**src/design/port_debug_regs.vh**
```
// Offsets, field positions and reset values of the port debug register bank
`ifndef PORT_DEBUG_REGS_VH
`define PORT_DEBUG_REGS_VH

// ****************************************
// Offsets
// ****************************************
`define OFS_PHY_MARGIN_RXEQ 8'h94
`define OFS_OPMODE_CLKBUF 8'h98
`define OFS_LT_DEBUG_CTRL 8'h9C
`define OFS_LT_DEBUG_OUT 8'hA0
`define OFS_SUBSYS_CAP_HDR 8'hB0
`define OFS_SUBSYS_IDS 8'hB4

// ****************************************
// Reset values and constants
// ****************************************
`define RST_TX_MARGIN 16'h116B
`define RST_RXEQ_UP 8'h86
`define RST_RXEQ_DOWN 8'h00
`define RST_OPMODE 16'h0102
`define RST_CLKBUF_LOW 4'h7
`define RST_DEBUG_CTRL 7'h00
`define RST_SUBSYS_ID 16'h0000
`define CAP_ID_SUBSYS 8'h0D
`define CAP_NEXT_PTR 8'hC0
`define TRIG_FIRST 4'h1
`define TRIG_LAST 4'hB

// ****************************************
// Field positions
// ****************************************
`define RXEQ_LSB 16
`define CLKBUF_LSB 16
`define CLOCK_BUFFER_POWERDOWN_STRAP_BIT 4
`define DBG_PORT_LSB 0
`define DBG_TRIG_LSB 2
`define DBG_CLEAR_BIT 6
`define CAP_NEXT_LSB 8
`define SUBSYSTEM_DEVICE_IDENTIFIER_LSB 16

`endif

```
**src/design/switch_port_debug_config_regs.v**
```verilog
// Per-port debug and configuration register bank
`timescale 1ns/100ps
`include "port_debug_regs.vh"

// Behaviour
// - Bits 23:16 at 94h are read-only receive equalisation, 86h upstream, 00h downstream.
// - Bits 15:0 at 98h return the packed operation mode word, resetting to 0102h.
// - Clock buffer bit 20 resets to the strap level, 1 disabling all reference clocks.
// - Bits 18:16 enable each reference clock pair, bit 19 reserved, 19:16 reset to 7h.
// - The clock buffer field default may come from the strap, management bus or autoload.
// - Bits 5:2 at 9Ch select the trigger state 1..11, bits 1:0 select debug port.
// - Writing 1 to bit 6 at 9Ch clears the debug buffer; the bit is read-write.
// - The 32-bit debug output at A0h is readable only from the management bus.
// - Capability header bits 7:0 read 0Dh.
// - Capability header bits 15:8 read C0h, bits 31:16 reserved.
// - Subsystem vendor identifier in bits 15:0 resets to 0 and loads from bus or memory.
// - Subsystem device identifier in bits 31:16 resets to 0 and loads from bus or memory.
module switch_port_debug_config_regs #(
    parameter UPSTREAM = 1,
    parameter CAPTURE_DEPTH = 8
) (
    // Clock and reset
    input wire sys_clk,
    input wire reset_n,
    // Configuration requests
    input wire cfg_rd,
    input wire cfg_wr,
    input wire [7:0] cfg_addr,
    input wire [31:0] cfg_wdata,
    output reg [31:0] cfg_rdata,
    output reg cfg_rvalid,
    // Sideband management bus requests
    input wire mgmt_rd,
    input wire mgmt_wr,
    input wire [7:0] mgmt_addr,
    input wire [31:0] mgmt_wdata,
    output reg [31:0] mgmt_rdata,
    output reg mgmt_rvalid,
    // Serial memory autoload
    input wire load_wr,
    input wire [7:0] load_addr,
    input wire [31:0] load_wdata,
    // Status inputs
    input wire clock_buffer_powerdown_strap,
    input wire [8:0] mode_pins,
    input wire vchan_negotiation_pending,
    input wire [3:0] link_state,
    // Outputs
    output reg [2:0] reference_clock_out_pair,
    output reg [1:0] debug_port_select
);

    // ****************************************
    // Synchronisers and state
    // ****************************************
    reg [9:0] pins_meta;
    reg [9:0] pins_sync;
    // Reset word kept whole so only its live low bits are taken
    localparam [15:0] OPMODE_RST = `RST_OPMODE;
    reg [8:0] opmode_bits;
    reg [1:0] sync_count;
    reg strap_taken;
    wire side_wr;
    reg [4:0] clock_buffer;
    reg [6:0] debug_ctrl;
    reg [15:0] subsys_vendor;
    reg [15:0] subsys_device;
    wire [31:0] debug_word;
    wire any_wr;
    wire [7:0] wr_addr;
    wire [31:0] wr_data;
    wire clear_pulse;

    // Pins pass two flops before use
    always @(posedge sys_clk or negedge reset_n) begin
        if (!reset_n) begin
            pins_meta <= 10'h000;
            pins_sync <= 10'h000;
        end else begin
            pins_meta <= {clock_buffer_powerdown_strap, mode_pins};
            pins_sync <= pins_meta;
        end
    end

    // ****************************************
    // Write path
    // ****************************************
    // Write port priority: management, autoload, then config
    assign any_wr = mgmt_wr | load_wr | cfg_wr;
    // Identity and clock fields refuse config writes
    assign side_wr = mgmt_wr | load_wr;
    assign wr_addr = mgmt_wr ? mgmt_addr : (load_wr ? load_addr : cfg_addr);
    assign wr_data = mgmt_wr ? mgmt_wdata : (load_wr ? load_wdata : cfg_wdata);
    assign clear_pulse = any_wr && (wr_addr == `OFS_LT_DEBUG_CTRL) && wr_data[`DBG_CLEAR_BIT];

    // ****************************************
    // Strap capture
    // ****************************************
    // Strap read only once both sync flops hold real pin levels
    always @(posedge sys_clk or negedge reset_n) begin
        if (!reset_n) begin
            sync_count <= 2'h0;
            strap_taken <= 1'b0;
            opmode_bits <= OPMODE_RST[8:0];
        end else begin
            if (sync_count != 2'h2) begin
                sync_count <= sync_count + 2'h1;
            end
            if (sync_count == 2'h2) begin
                strap_taken <= 1'b1;
            end
            if (strap_taken) begin
                opmode_bits <= {vchan_negotiation_pending, pins_sync[7:0]};
            end
        end
    end

    // ****************************************
    // Register storage
    // ****************************************
    always @(posedge sys_clk or negedge reset_n) begin
        if (!reset_n) begin
            clock_buffer <= {1'b0, `RST_CLKBUF_LOW};
            debug_ctrl <= `RST_DEBUG_CTRL;
            subsys_vendor <= `RST_SUBSYS_ID;
            subsys_device <= `RST_SUBSYS_ID;
        end else begin
            if (sync_count == 2'h2 && !strap_taken) begin
                clock_buffer[`CLOCK_BUFFER_POWERDOWN_STRAP_BIT] <= pins_sync[9];
            end
            if (side_wr && wr_addr == `OFS_OPMODE_CLKBUF) begin
                clock_buffer <= {wr_data[20], 1'b0, wr_data[18:16]};
            end
            if (any_wr && wr_addr == `OFS_LT_DEBUG_CTRL) begin
                debug_ctrl <= wr_data[6:0];
            end
            if (side_wr && wr_addr == `OFS_SUBSYS_IDS) begin
                subsys_vendor <= wr_data[15:0];
                subsys_device <= wr_data[31:16];
            end
        end
    end

    // ****************************************
    // Read decode
    // ****************************************
    function [31:0] read_word;
        input [7:0] addr;
        input sideband;
        begin
            case (addr)
                `OFS_PHY_MARGIN_RXEQ: read_word = {8'h00,
                    (UPSTREAM != 0) ? `RST_RXEQ_UP : `RST_RXEQ_DOWN, `RST_TX_MARGIN};
                `OFS_OPMODE_CLKBUF: read_word = {11'h000, clock_buffer, 7'h00, opmode_bits};
                `OFS_LT_DEBUG_CTRL: read_word = {25'h0000000, debug_ctrl};
                `OFS_LT_DEBUG_OUT: read_word = sideband ? debug_word : 32'h00000000;
                `OFS_SUBSYS_CAP_HDR: read_word = {16'h0000, `CAP_NEXT_PTR, `CAP_ID_SUBSYS};
                `OFS_SUBSYS_IDS: read_word = {subsys_device, subsys_vendor};
                default: read_word = 32'h00000000;
            endcase
        end
    endfunction

    always @(posedge sys_clk or negedge reset_n) begin
        if (!reset_n) begin
            cfg_rdata <= 32'h00000000;
            cfg_rvalid <= 1'b0;
            mgmt_rdata <= 32'h00000000;
            mgmt_rvalid <= 1'b0;
        end else begin
            cfg_rvalid <= cfg_rd;
            mgmt_rvalid <= mgmt_rd;
            if (cfg_rd) begin
                cfg_rdata <= read_word(cfg_addr, 1'b0);
            end
            if (mgmt_rd) begin
                mgmt_rdata <= read_word(mgmt_addr, 1'b1);
            end
        end
    end

    // ****************************************
    // Pin outputs
    // ****************************************
    always @(posedge sys_clk or negedge reset_n) begin
        if (!reset_n) begin
            reference_clock_out_pair <= 3'h0;
            debug_port_select <= 2'h0;
        end else begin
            reference_clock_out_pair <= clock_buffer[`CLOCK_BUFFER_POWERDOWN_STRAP_BIT] ? 3'h0 : clock_buffer[2:0];
            debug_port_select <= debug_ctrl[1:0];
        end
    end

    // ****************************************
    // Capture buffer
    // ****************************************
    debug_capture #(
        .DEPTH(CAPTURE_DEPTH),
        .AW(3)
    ) capture (
        .sys_clk(sys_clk),
        .reset_n(reset_n),
        .trigger_select(debug_ctrl[5:2]),
        .clear(clear_pulse),
        .link_state(link_state),
        .capture_word(debug_word)
    );

endmodule

```
**src/design/debug_capture.v**
```verilog
// Link-training debug capture buffer
`timescale 1ns/100ps
`include "port_debug_regs.vh"

module debug_capture #(
    parameter DEPTH = 8,
    parameter AW = 3
) (
    // Clock and reset
    input wire sys_clk,
    input wire reset_n,
    // Control
    input wire [3:0] trigger_select,
    input wire clear,
    input wire [3:0] link_state,
    // Readout
    output reg [31:0] capture_word
);

    // ****************************************
    // Capture memory
    // ****************************************
    reg [3:0] mem [0:DEPTH-1];
    reg [AW-1:0] wr_ptr;
    reg [3:0] last_state;
    reg armed;
    reg capturing;
    reg full;
    wire trig_valid;
    wire hit;
    genvar g;

    assign trig_valid = (trigger_select >= `TRIG_FIRST) && (trigger_select <= `TRIG_LAST);
    assign hit = trig_valid && (link_state == trigger_select) && (last_state != link_state);

    always @(posedge sys_clk or negedge reset_n) begin
        if (!reset_n) begin
            wr_ptr <= {AW{1'b0}};
            last_state <= 4'h0;
            armed <= 1'b1;
            capturing <= 1'b0;
            full <= 1'b0;
        end else begin
            last_state <= link_state;
            if (clear) begin
                wr_ptr <= {AW{1'b0}};
                armed <= 1'b1;
                capturing <= 1'b0;
                full <= 1'b0;
            end else if ((armed && hit) || (capturing && !full && last_state != link_state)) begin
                mem[wr_ptr] <= link_state;
                armed <= 1'b0;
                capturing <= 1'b1;
                wr_ptr <= wr_ptr + 1'b1;
                if (wr_ptr == DEPTH - 1) begin
                    full <= 1'b1;
                end
            end
        end
    end

    // First eight captured entries packed, oldest in low nibble
    generate
        for (g = 0; g < 8; g = g + 1) begin : pack
            always @(posedge sys_clk or negedge reset_n) begin
                if (!reset_n) begin
                    capture_word[4*g+3:4*g] <= 4'h0;
                end else if (clear) begin
                    capture_word[4*g+3:4*g] <= 4'h0;
                end else if (g < DEPTH && (full || g < wr_ptr)) begin
                    capture_word[4*g+3:4*g] <= mem[g];
                end
            end
        end
    endgenerate

endmodule

```
**config.mk**
```make
export PLATFORM = sky130hd
export DESIGN_NAME = switch_port_debug_config_regs
export DESIGN_NICKNAME = d
export VERILOG_FILES = /design/src/design/switch_port_debug_config_regs.v /design/src/design/debug_capture.v
export VERILOG_INCLUDE_DIRS = /design/src /design/src/design
export SDC_FILE = /design/constraint.sdc
export NUM_CORES = 1
export LEC_CHECK = 0
export ABC_AREA = 1
export BUFFER_PORTS_ARGS = -buffer_cell sky130_fd_sc_hd__buf_2
export CORE_ASPECT_RATIO = 0.75
export CORE_UTILIZATION = 30
export CTS_CLUSTER_SIZE = 14
export DETAILED_ROUTE_END_ITERATION = 8
export SYNTH_ARGS = -nofsm -noshare
export SYNTH_HDL_FRONTEND = slang
export SYNTH_SLANG_ARGS = --single-unit
```
**constraint.sdc**
```tcl
create_clock -name sys_clk -period 2.4 [get_ports sys_clk]
set_clock_uncertainty 0.05 [all_clocks]
set_input_delay 0.36 -clock sys_clk [delete_from_list [all_inputs] [get_ports sys_clk]]
set_output_delay 0.36 -clock sys_clk [all_outputs]
set_load 0.02 [all_outputs]
```
### Yosys cells after proc, flatten, opt, wreduce, memory -nomap -nowiden

Memories as Yosys holds them, arrays and structs flattened.
Cells that the tools add are included.
Widths: inputs -> output; s select.

* magnitude comparators: 9
* bitwise operators: 2
* reduce and logical (&&, ||, !) cells: 34
* multipliers: 0
* equality and inequality tests: 19
* add/sub/neg operators: 2
* shift operators: 0
* muxes and demuxes: 37
* div/mod/pow operators: 0

Operators with widths (number)
* $pmux 32 s6: 1
* $pmux 32 s5: 1
* $eq 8x8->1 const B: 14
* $mux 32: 2
* $mux 4: 16
* $reduce_bool 2->1: 11
* $mux 8: 2
* $logic_and 1x1->1: 12
* $mux 1: 11
* $lt 3x3->1 const A: 3
* $mux 3: 3
* $logic_or 1x1->1: 8
* $lt 1x3->1 const A: 2
* $lt 2x3->1 const A: 2
* $mux 5: 1
* $eq 4x4->1: 1
* $ge 4x1->1 const B: 1
* $le 4x4->1 const B: 1
* $ne 4x4->1: 1
* $add 3x1->3 const B: 1
* $eq 3x3->1 const B: 1
* $add 2x1->2 const B: 1
* $eq 2x2->1 const B: 1
* $logic_not 1->1: 2
* other kinds (3): 4

* register bits: 188
* bits in latches: 0
* ROM bits: 0
* input bits: 142
* memories: 1
* output and inout port bits: 71
* word-level logic and storage cells: 133
* bits in writable memories: 32

Memory list
* capture.mem: words 8, width 4, rd ports 8, clocked after memory_dff 0, wr ports 1, RTL line debug_capture.v:23 `reg [3:0] mem [0:DEPTH-1];`

### Longest topological paths before layout

* depth in word-level cells: 10
* depth in mapped cells: 11
* mapped depth without buffers: 11

### Cells and area by module

A second synthesis with hierarchy kept.

* cell total of the unflattened synthesis: 1215
* area, all modules: 10138.5 um2

Modules (own cells, without submodules)
* switch_port_debug_config_regs: area each 7179.4 um2, sequential area each 3609.7 um2, cells each 955, instances 1
* debug_capture: area each 2959.1 um2, sequential area each 2013.2 um2, cells each 260, instances 1

### Worst setup path before layout

OpenSTA, ideal clock, no wires.

* kind: in2reg
* from: input port mgmt_wr
* to: memory capture.mem[0][0], enable pin
* stages: 9
* buffers on the path: 1
* arrival time: 1.508 ns
* data required time: 2.021 ns
* slack: 0.512 ns
* library setup time: 0.329 ns
* path through: inv_2 > nand2_1 > or2_2 > nand2_1 > nor2_1 > nand3_1 > buf_6 > nand3_2 > nor2_1

* cells in the longest elaborated chain, start to end: 7
* elaborated cells on any way between the ends: 10
* classes of those cells: eq/ne: 1; mux: 4; bitwise: 2; reduce/logical: 3

Ends and longest elaborated chain
* from (decl): RTL line switch_port_debug_config_regs.v:34 `input wire mgmt_wr,`
* $mux 8 or $or 1x1->1 (tied branches): RTL line switch_port_debug_config_regs.v:92, switch_port_debug_config_regs.v:89
* $eq 8x8->1 (no source line) or $or 1x1->1 (tied branches)
* $logic_and 1x1->1: RTL line switch_port_debug_config_regs.v:94 `` assign clear_pulse = any_wr && (wr_addr == `OFS_LT_DEBUG_CTRL) && wr_data[`DBG_CLEAR_BIT]; ``
* $logic_and 1x1->1 (*): RTL line switch_port_debug_config_regs.v:94
* $mux 1 (*): RTL line debug_capture.v:45 `if (clear) begin`
* $logic_and 1x1->1 (not written as such) (*): RTL line debug_capture.v:51 `mem[wr_ptr] <= link_state;`
* $mux 1 (not written as such) (*): RTL line debug_capture.v:51
* to (decl): RTL line debug_capture.v:23

Mark *: on every way between the ends. The rest lies on a longest branch, timed or not.

### Worst setup path after layout

* from: input port link_state[1]
* to: memory capture.mem[3][3], enable pin

* cells in the longest elaborated chain, start to end: 9
* elaborated cells on any way between the ends: 11
* classes of those cells: eq/ne: 2; mux: 3; reduce/logical: 6

Ends and longest elaborated chain
* from (decl): RTL line switch_port_debug_config_regs.v:47 `input wire [3:0] link_state,`
* $eq 4x4->1: RTL line debug_capture.v:34 `assign hit = trig_valid && (link_state == trigger_select) && (last_state != link_state);`
* $logic_and 1x1->1 (2 in series): RTL line debug_capture.v:34
* $logic_and 1x1->1: RTL line debug_capture.v:50 `end else if ((armed && hit) || (capturing && !full && last_state != link_state)) begin`
* $logic_or 1x1->1 (*): RTL line debug_capture.v:50
* $mux 1 (*): RTL line debug_capture.v:50
* $mux 1 (*): RTL line debug_capture.v:45
* $logic_and 1x1->1 (not written as such) (*): RTL line debug_capture.v:51
* $mux 1 (not written as such) (*): RTL line debug_capture.v:51

Marks and branches as above.

==> results_dict.tcl <==
set metrics [dict create \
    status "complete, no violations" \
    hold_end "capture.mem[0][0]" \
    synth_area_leaders "dfrtp_1 46%, nand2_1 15%, edfxtp_1 9.9%" \
    crit_chain "dlygate4sd3_1 > buf_2 > nand2_1 > nand3_1 > nor2_1 > nand3_1 > a21oi_1 > nand3_2 > nor2_1" \
    rr_endpoint "capture.mem[3][3]" \
    final_cell_area_um2 12300 \
    placed_area_um2 11400 \
    p_per_area_nw_per_um2 786 \
    cpLargestDelayFamily "simple AND/OR/NAND/NOR gates" \
    cp_slowest_cell "dlygate4sd3_1" \
    ant_nets 0 \
    vias 8536 \
    clock-root-buffer "clkbuf_16" \
    fp.dieArea_um2 33200 \
    cp-end-kind "flop" \
    hold_viol 0 \
    drtIter0Drc 732 \
    fin_ws_ns 0.273 \
    cts_buffer_depth 3 \
    synthArstFlopShare_pct 85.3 \
    preCtsSetupSlack_ns 0.129 \
    fillers 3238 \
    synthCells 1109 \
    power_mw 9.65 \
    synth_cell_type_count 35 \
    worst_ep_arrival_time_ns 2.26 \
    yosysTopAreaCell "dfrtp_1" \
    cts_tree "done" \
    synth_area_um2 9730 \
    ir_drop_uv 560 \
    cts.sinks 218 \
    worst_r2r_path_depth 7 \
    synth_top_area_share_pct 46.3 \
    syn_area_per_cell_um2 8.77 \
    yosysMostFrequentCell "nand2_1" \
    core_area_um2 31600 \
    post-dp-hpwl_um 21900 \
    initial_utilization_pct 30.8 \
    cp.depth 9 \
    max_stage_delay_ns 0.54 \
    multi_input_area_um2 3570 \
    tns_ns 0 \
    synth-seq-cells 218 \
    clk_pin_slew_ns 0.06 \
    layout.cells.non_filler 1789 \
    worst_setup_path_start_kind "input port" \
    leakagePower_nw 6.23 \
    yosys_warnings 0 \
    drc 0 \
    antenna_found_initial 3 \
    layout-drive-gt1-share_pct 22.2 \
    setup_viol_count_final 0 \
    rows 56 \
    timing.rr.start "debug_ctrl[3]" \
    post-route-util_pct 38.8 \
    post-cts-setup-buffers 0 \
    routed_wl_um 30000 \
    routabilityCongestion 0.865 \
    synthFlopType "dfrtp_1" \
    register_area_um2 5620 \
    grt_pass1_wl_um 45900 \
    post-route-period-util_pct 88.6 \
    drv_cap 0 \
    finalCriticalPeriod_ns 2.13 \
    areaGrowthSynthToFinish_pct 26.1 \
    worst-path-buf-inv 2 \
    die_w_um 210 \
    grt_overflow_total 0 \
    max_freq_mhz 470 \
    hp-class "in -> reg" \
    min_from "link_state[0]" \
    synth_edf_count 32 \
    whs_ns 0.0548 \
    r2r_slack_ns 0.32 \
    cts_hold_buf 12 \
    grt_usage_pct 18.0 \
    die_y_um 158 \
    antenna_cells 0 \
    relSlewSlack_pct 18.1 \
    first_pass_iters 5 \
    via_per_inst 4.77 \
    worstMarginPinSlew_ns 1.23 \
    numPortBuffers 211 \
    cts_buffers 23 \
    worstPathMaxFanout 8 \
    rsz0062_at_grt "false" \
    finish.net_count 1482 \
    hold_depth 1 \
    h-tree-depth 1 \
    cts-resized-gates 0 \
    insertion_delay_ns 0.54 \
    synth_commonest_cells "392 x nand2_1, 180 x dfrtp_1, 116 x nand3_1" \
    drv_slew 0 \
    path_class "in -> reg" \
    required_ns 2.54 \
    num_io_pins 213 \
    synth_nets 1254 \
    place_inst 1735 \
    wire_per_inst_um 16.7 \
    grt_max_degree 186 \
    seq_area_frac_synth_pct 57.8 \
    grt_pass1_vias 8009 \
]
routing by layer:
layer  vias up  track usage [%]  wire (µm)
met5         -                0         48
met4         6             4.38        629
met3        49             4.40       2250
met2       326             26.5      12200
met1      4047             26.4      14800
li1       4108                -          -
cells by family (layout without fill, tap and decap cells):
kind of cell,count (synthesis),after routing,share of synthesized area (%)
buf+inv,130,375,5.59
fa+ha+maj,3,3,0.386
xor+xnor,6,6,0.540
flops,218,218,57.8
compound gates,168,168,10.3
simple gates,584,584,25.4
cells in the final DEF (no fill, tap or decap), types with 2 or more instances in the layout:
master | synthesis | routed
buf_12 | 0 | 4
xor2_1 | 3 | 3
nor2_1 | 44 | 44
nand4_1 | 6 | 6
inv_2 | 2 | 2
buf_4 | 1 | 24
bufinv_16 | 0 | 3
ha_1 | 3 | 3
o22ai_1 | 2 | 2
xnor2_1 | 3 | 3
o31ai_1 | 15 | 15
inv_1 | 79 | 79
dlygate4sd3_1 | 0 | 12
clkinv_2 | 0 | 3
nand2_1 | 392 | 392
clkbuf_16 | 0 | 23
dfrtp_1 | 180 | 180
or2_2 | 3 | 3
clkinv_1 | 1 | 6
o211ai_1 | 8 | 8
a21oi_1 | 29 | 29
o21ai_0 | 81 | 81
clkinv_4 | 0 | 2
o2111ai_1 | 2 | 2
o21ai_1 | 5 | 5
nand3_1 | 116 | 115
clkbuf_1 | 33 | 3
dfstp_2 | 6 | 6
nor2_4 | 1 | 2
buf_2 | 6 | 210
edfxtp_1 | 32 | 32
nand3_2 | 11 | 12
clkbuf_8 | 0 | 3
a22o_1 | 25 | 25
nor3_1 | 6 | 6
final cells by class:
cell class              count  area share, %
flip-flops and latches    218           45.8
multi-input cells         761           29.1
repair buffers            251           11.8
clock buffers              28           5.01
well taps                 435           4.44
inverters                  82           2.51
clock inverters            14           1.32
power breakdown:
part,internal [mW],total [mW],switching (mW)
Combinational,0.537,1.47,0.934
Clock,2.16,3.70,1.54
Sequential,4.19,4.47,0.280
Total,6.89,9.65,2.76
worst max-delay path by stage:
stage          slack (ns)     startpoint                end
6_report             0.27  link_state[1]  capture.mem[3][3]
5_1_grt              0.15  link_state[1]  capture.mem[3][1]
3_5_place_dp         0.13        load_wr       capture.full
4_1_cts              0.29  link_state[1]  capture.mem[3][1]
2_1_floorplan        0.51        mgmt_wr  capture.mem[0][0]
3_3_place_gp         0.13        load_wr       capture.full
registers in the layout, summed over array words and instances, names as in the netlist, 2 cells and up:
register / flops
capture.capture_word: 32
capture.mem: 32
cfg_rdata: 32
mgmt_rdata: 32
subsys_device: 16
subsys_vendor: 16
opmode_bits: 9
pins_meta: 9
pins_sync: 9
debug_ctrl: 7
capture.last_state: 4
clock_buffer: 4
capture.wr_ptr: 3
reference_clock_out_pair: 3
debug_port_select: 2
sync_count: 2
No activity file was read; power rests on OpenSTA's default activity.
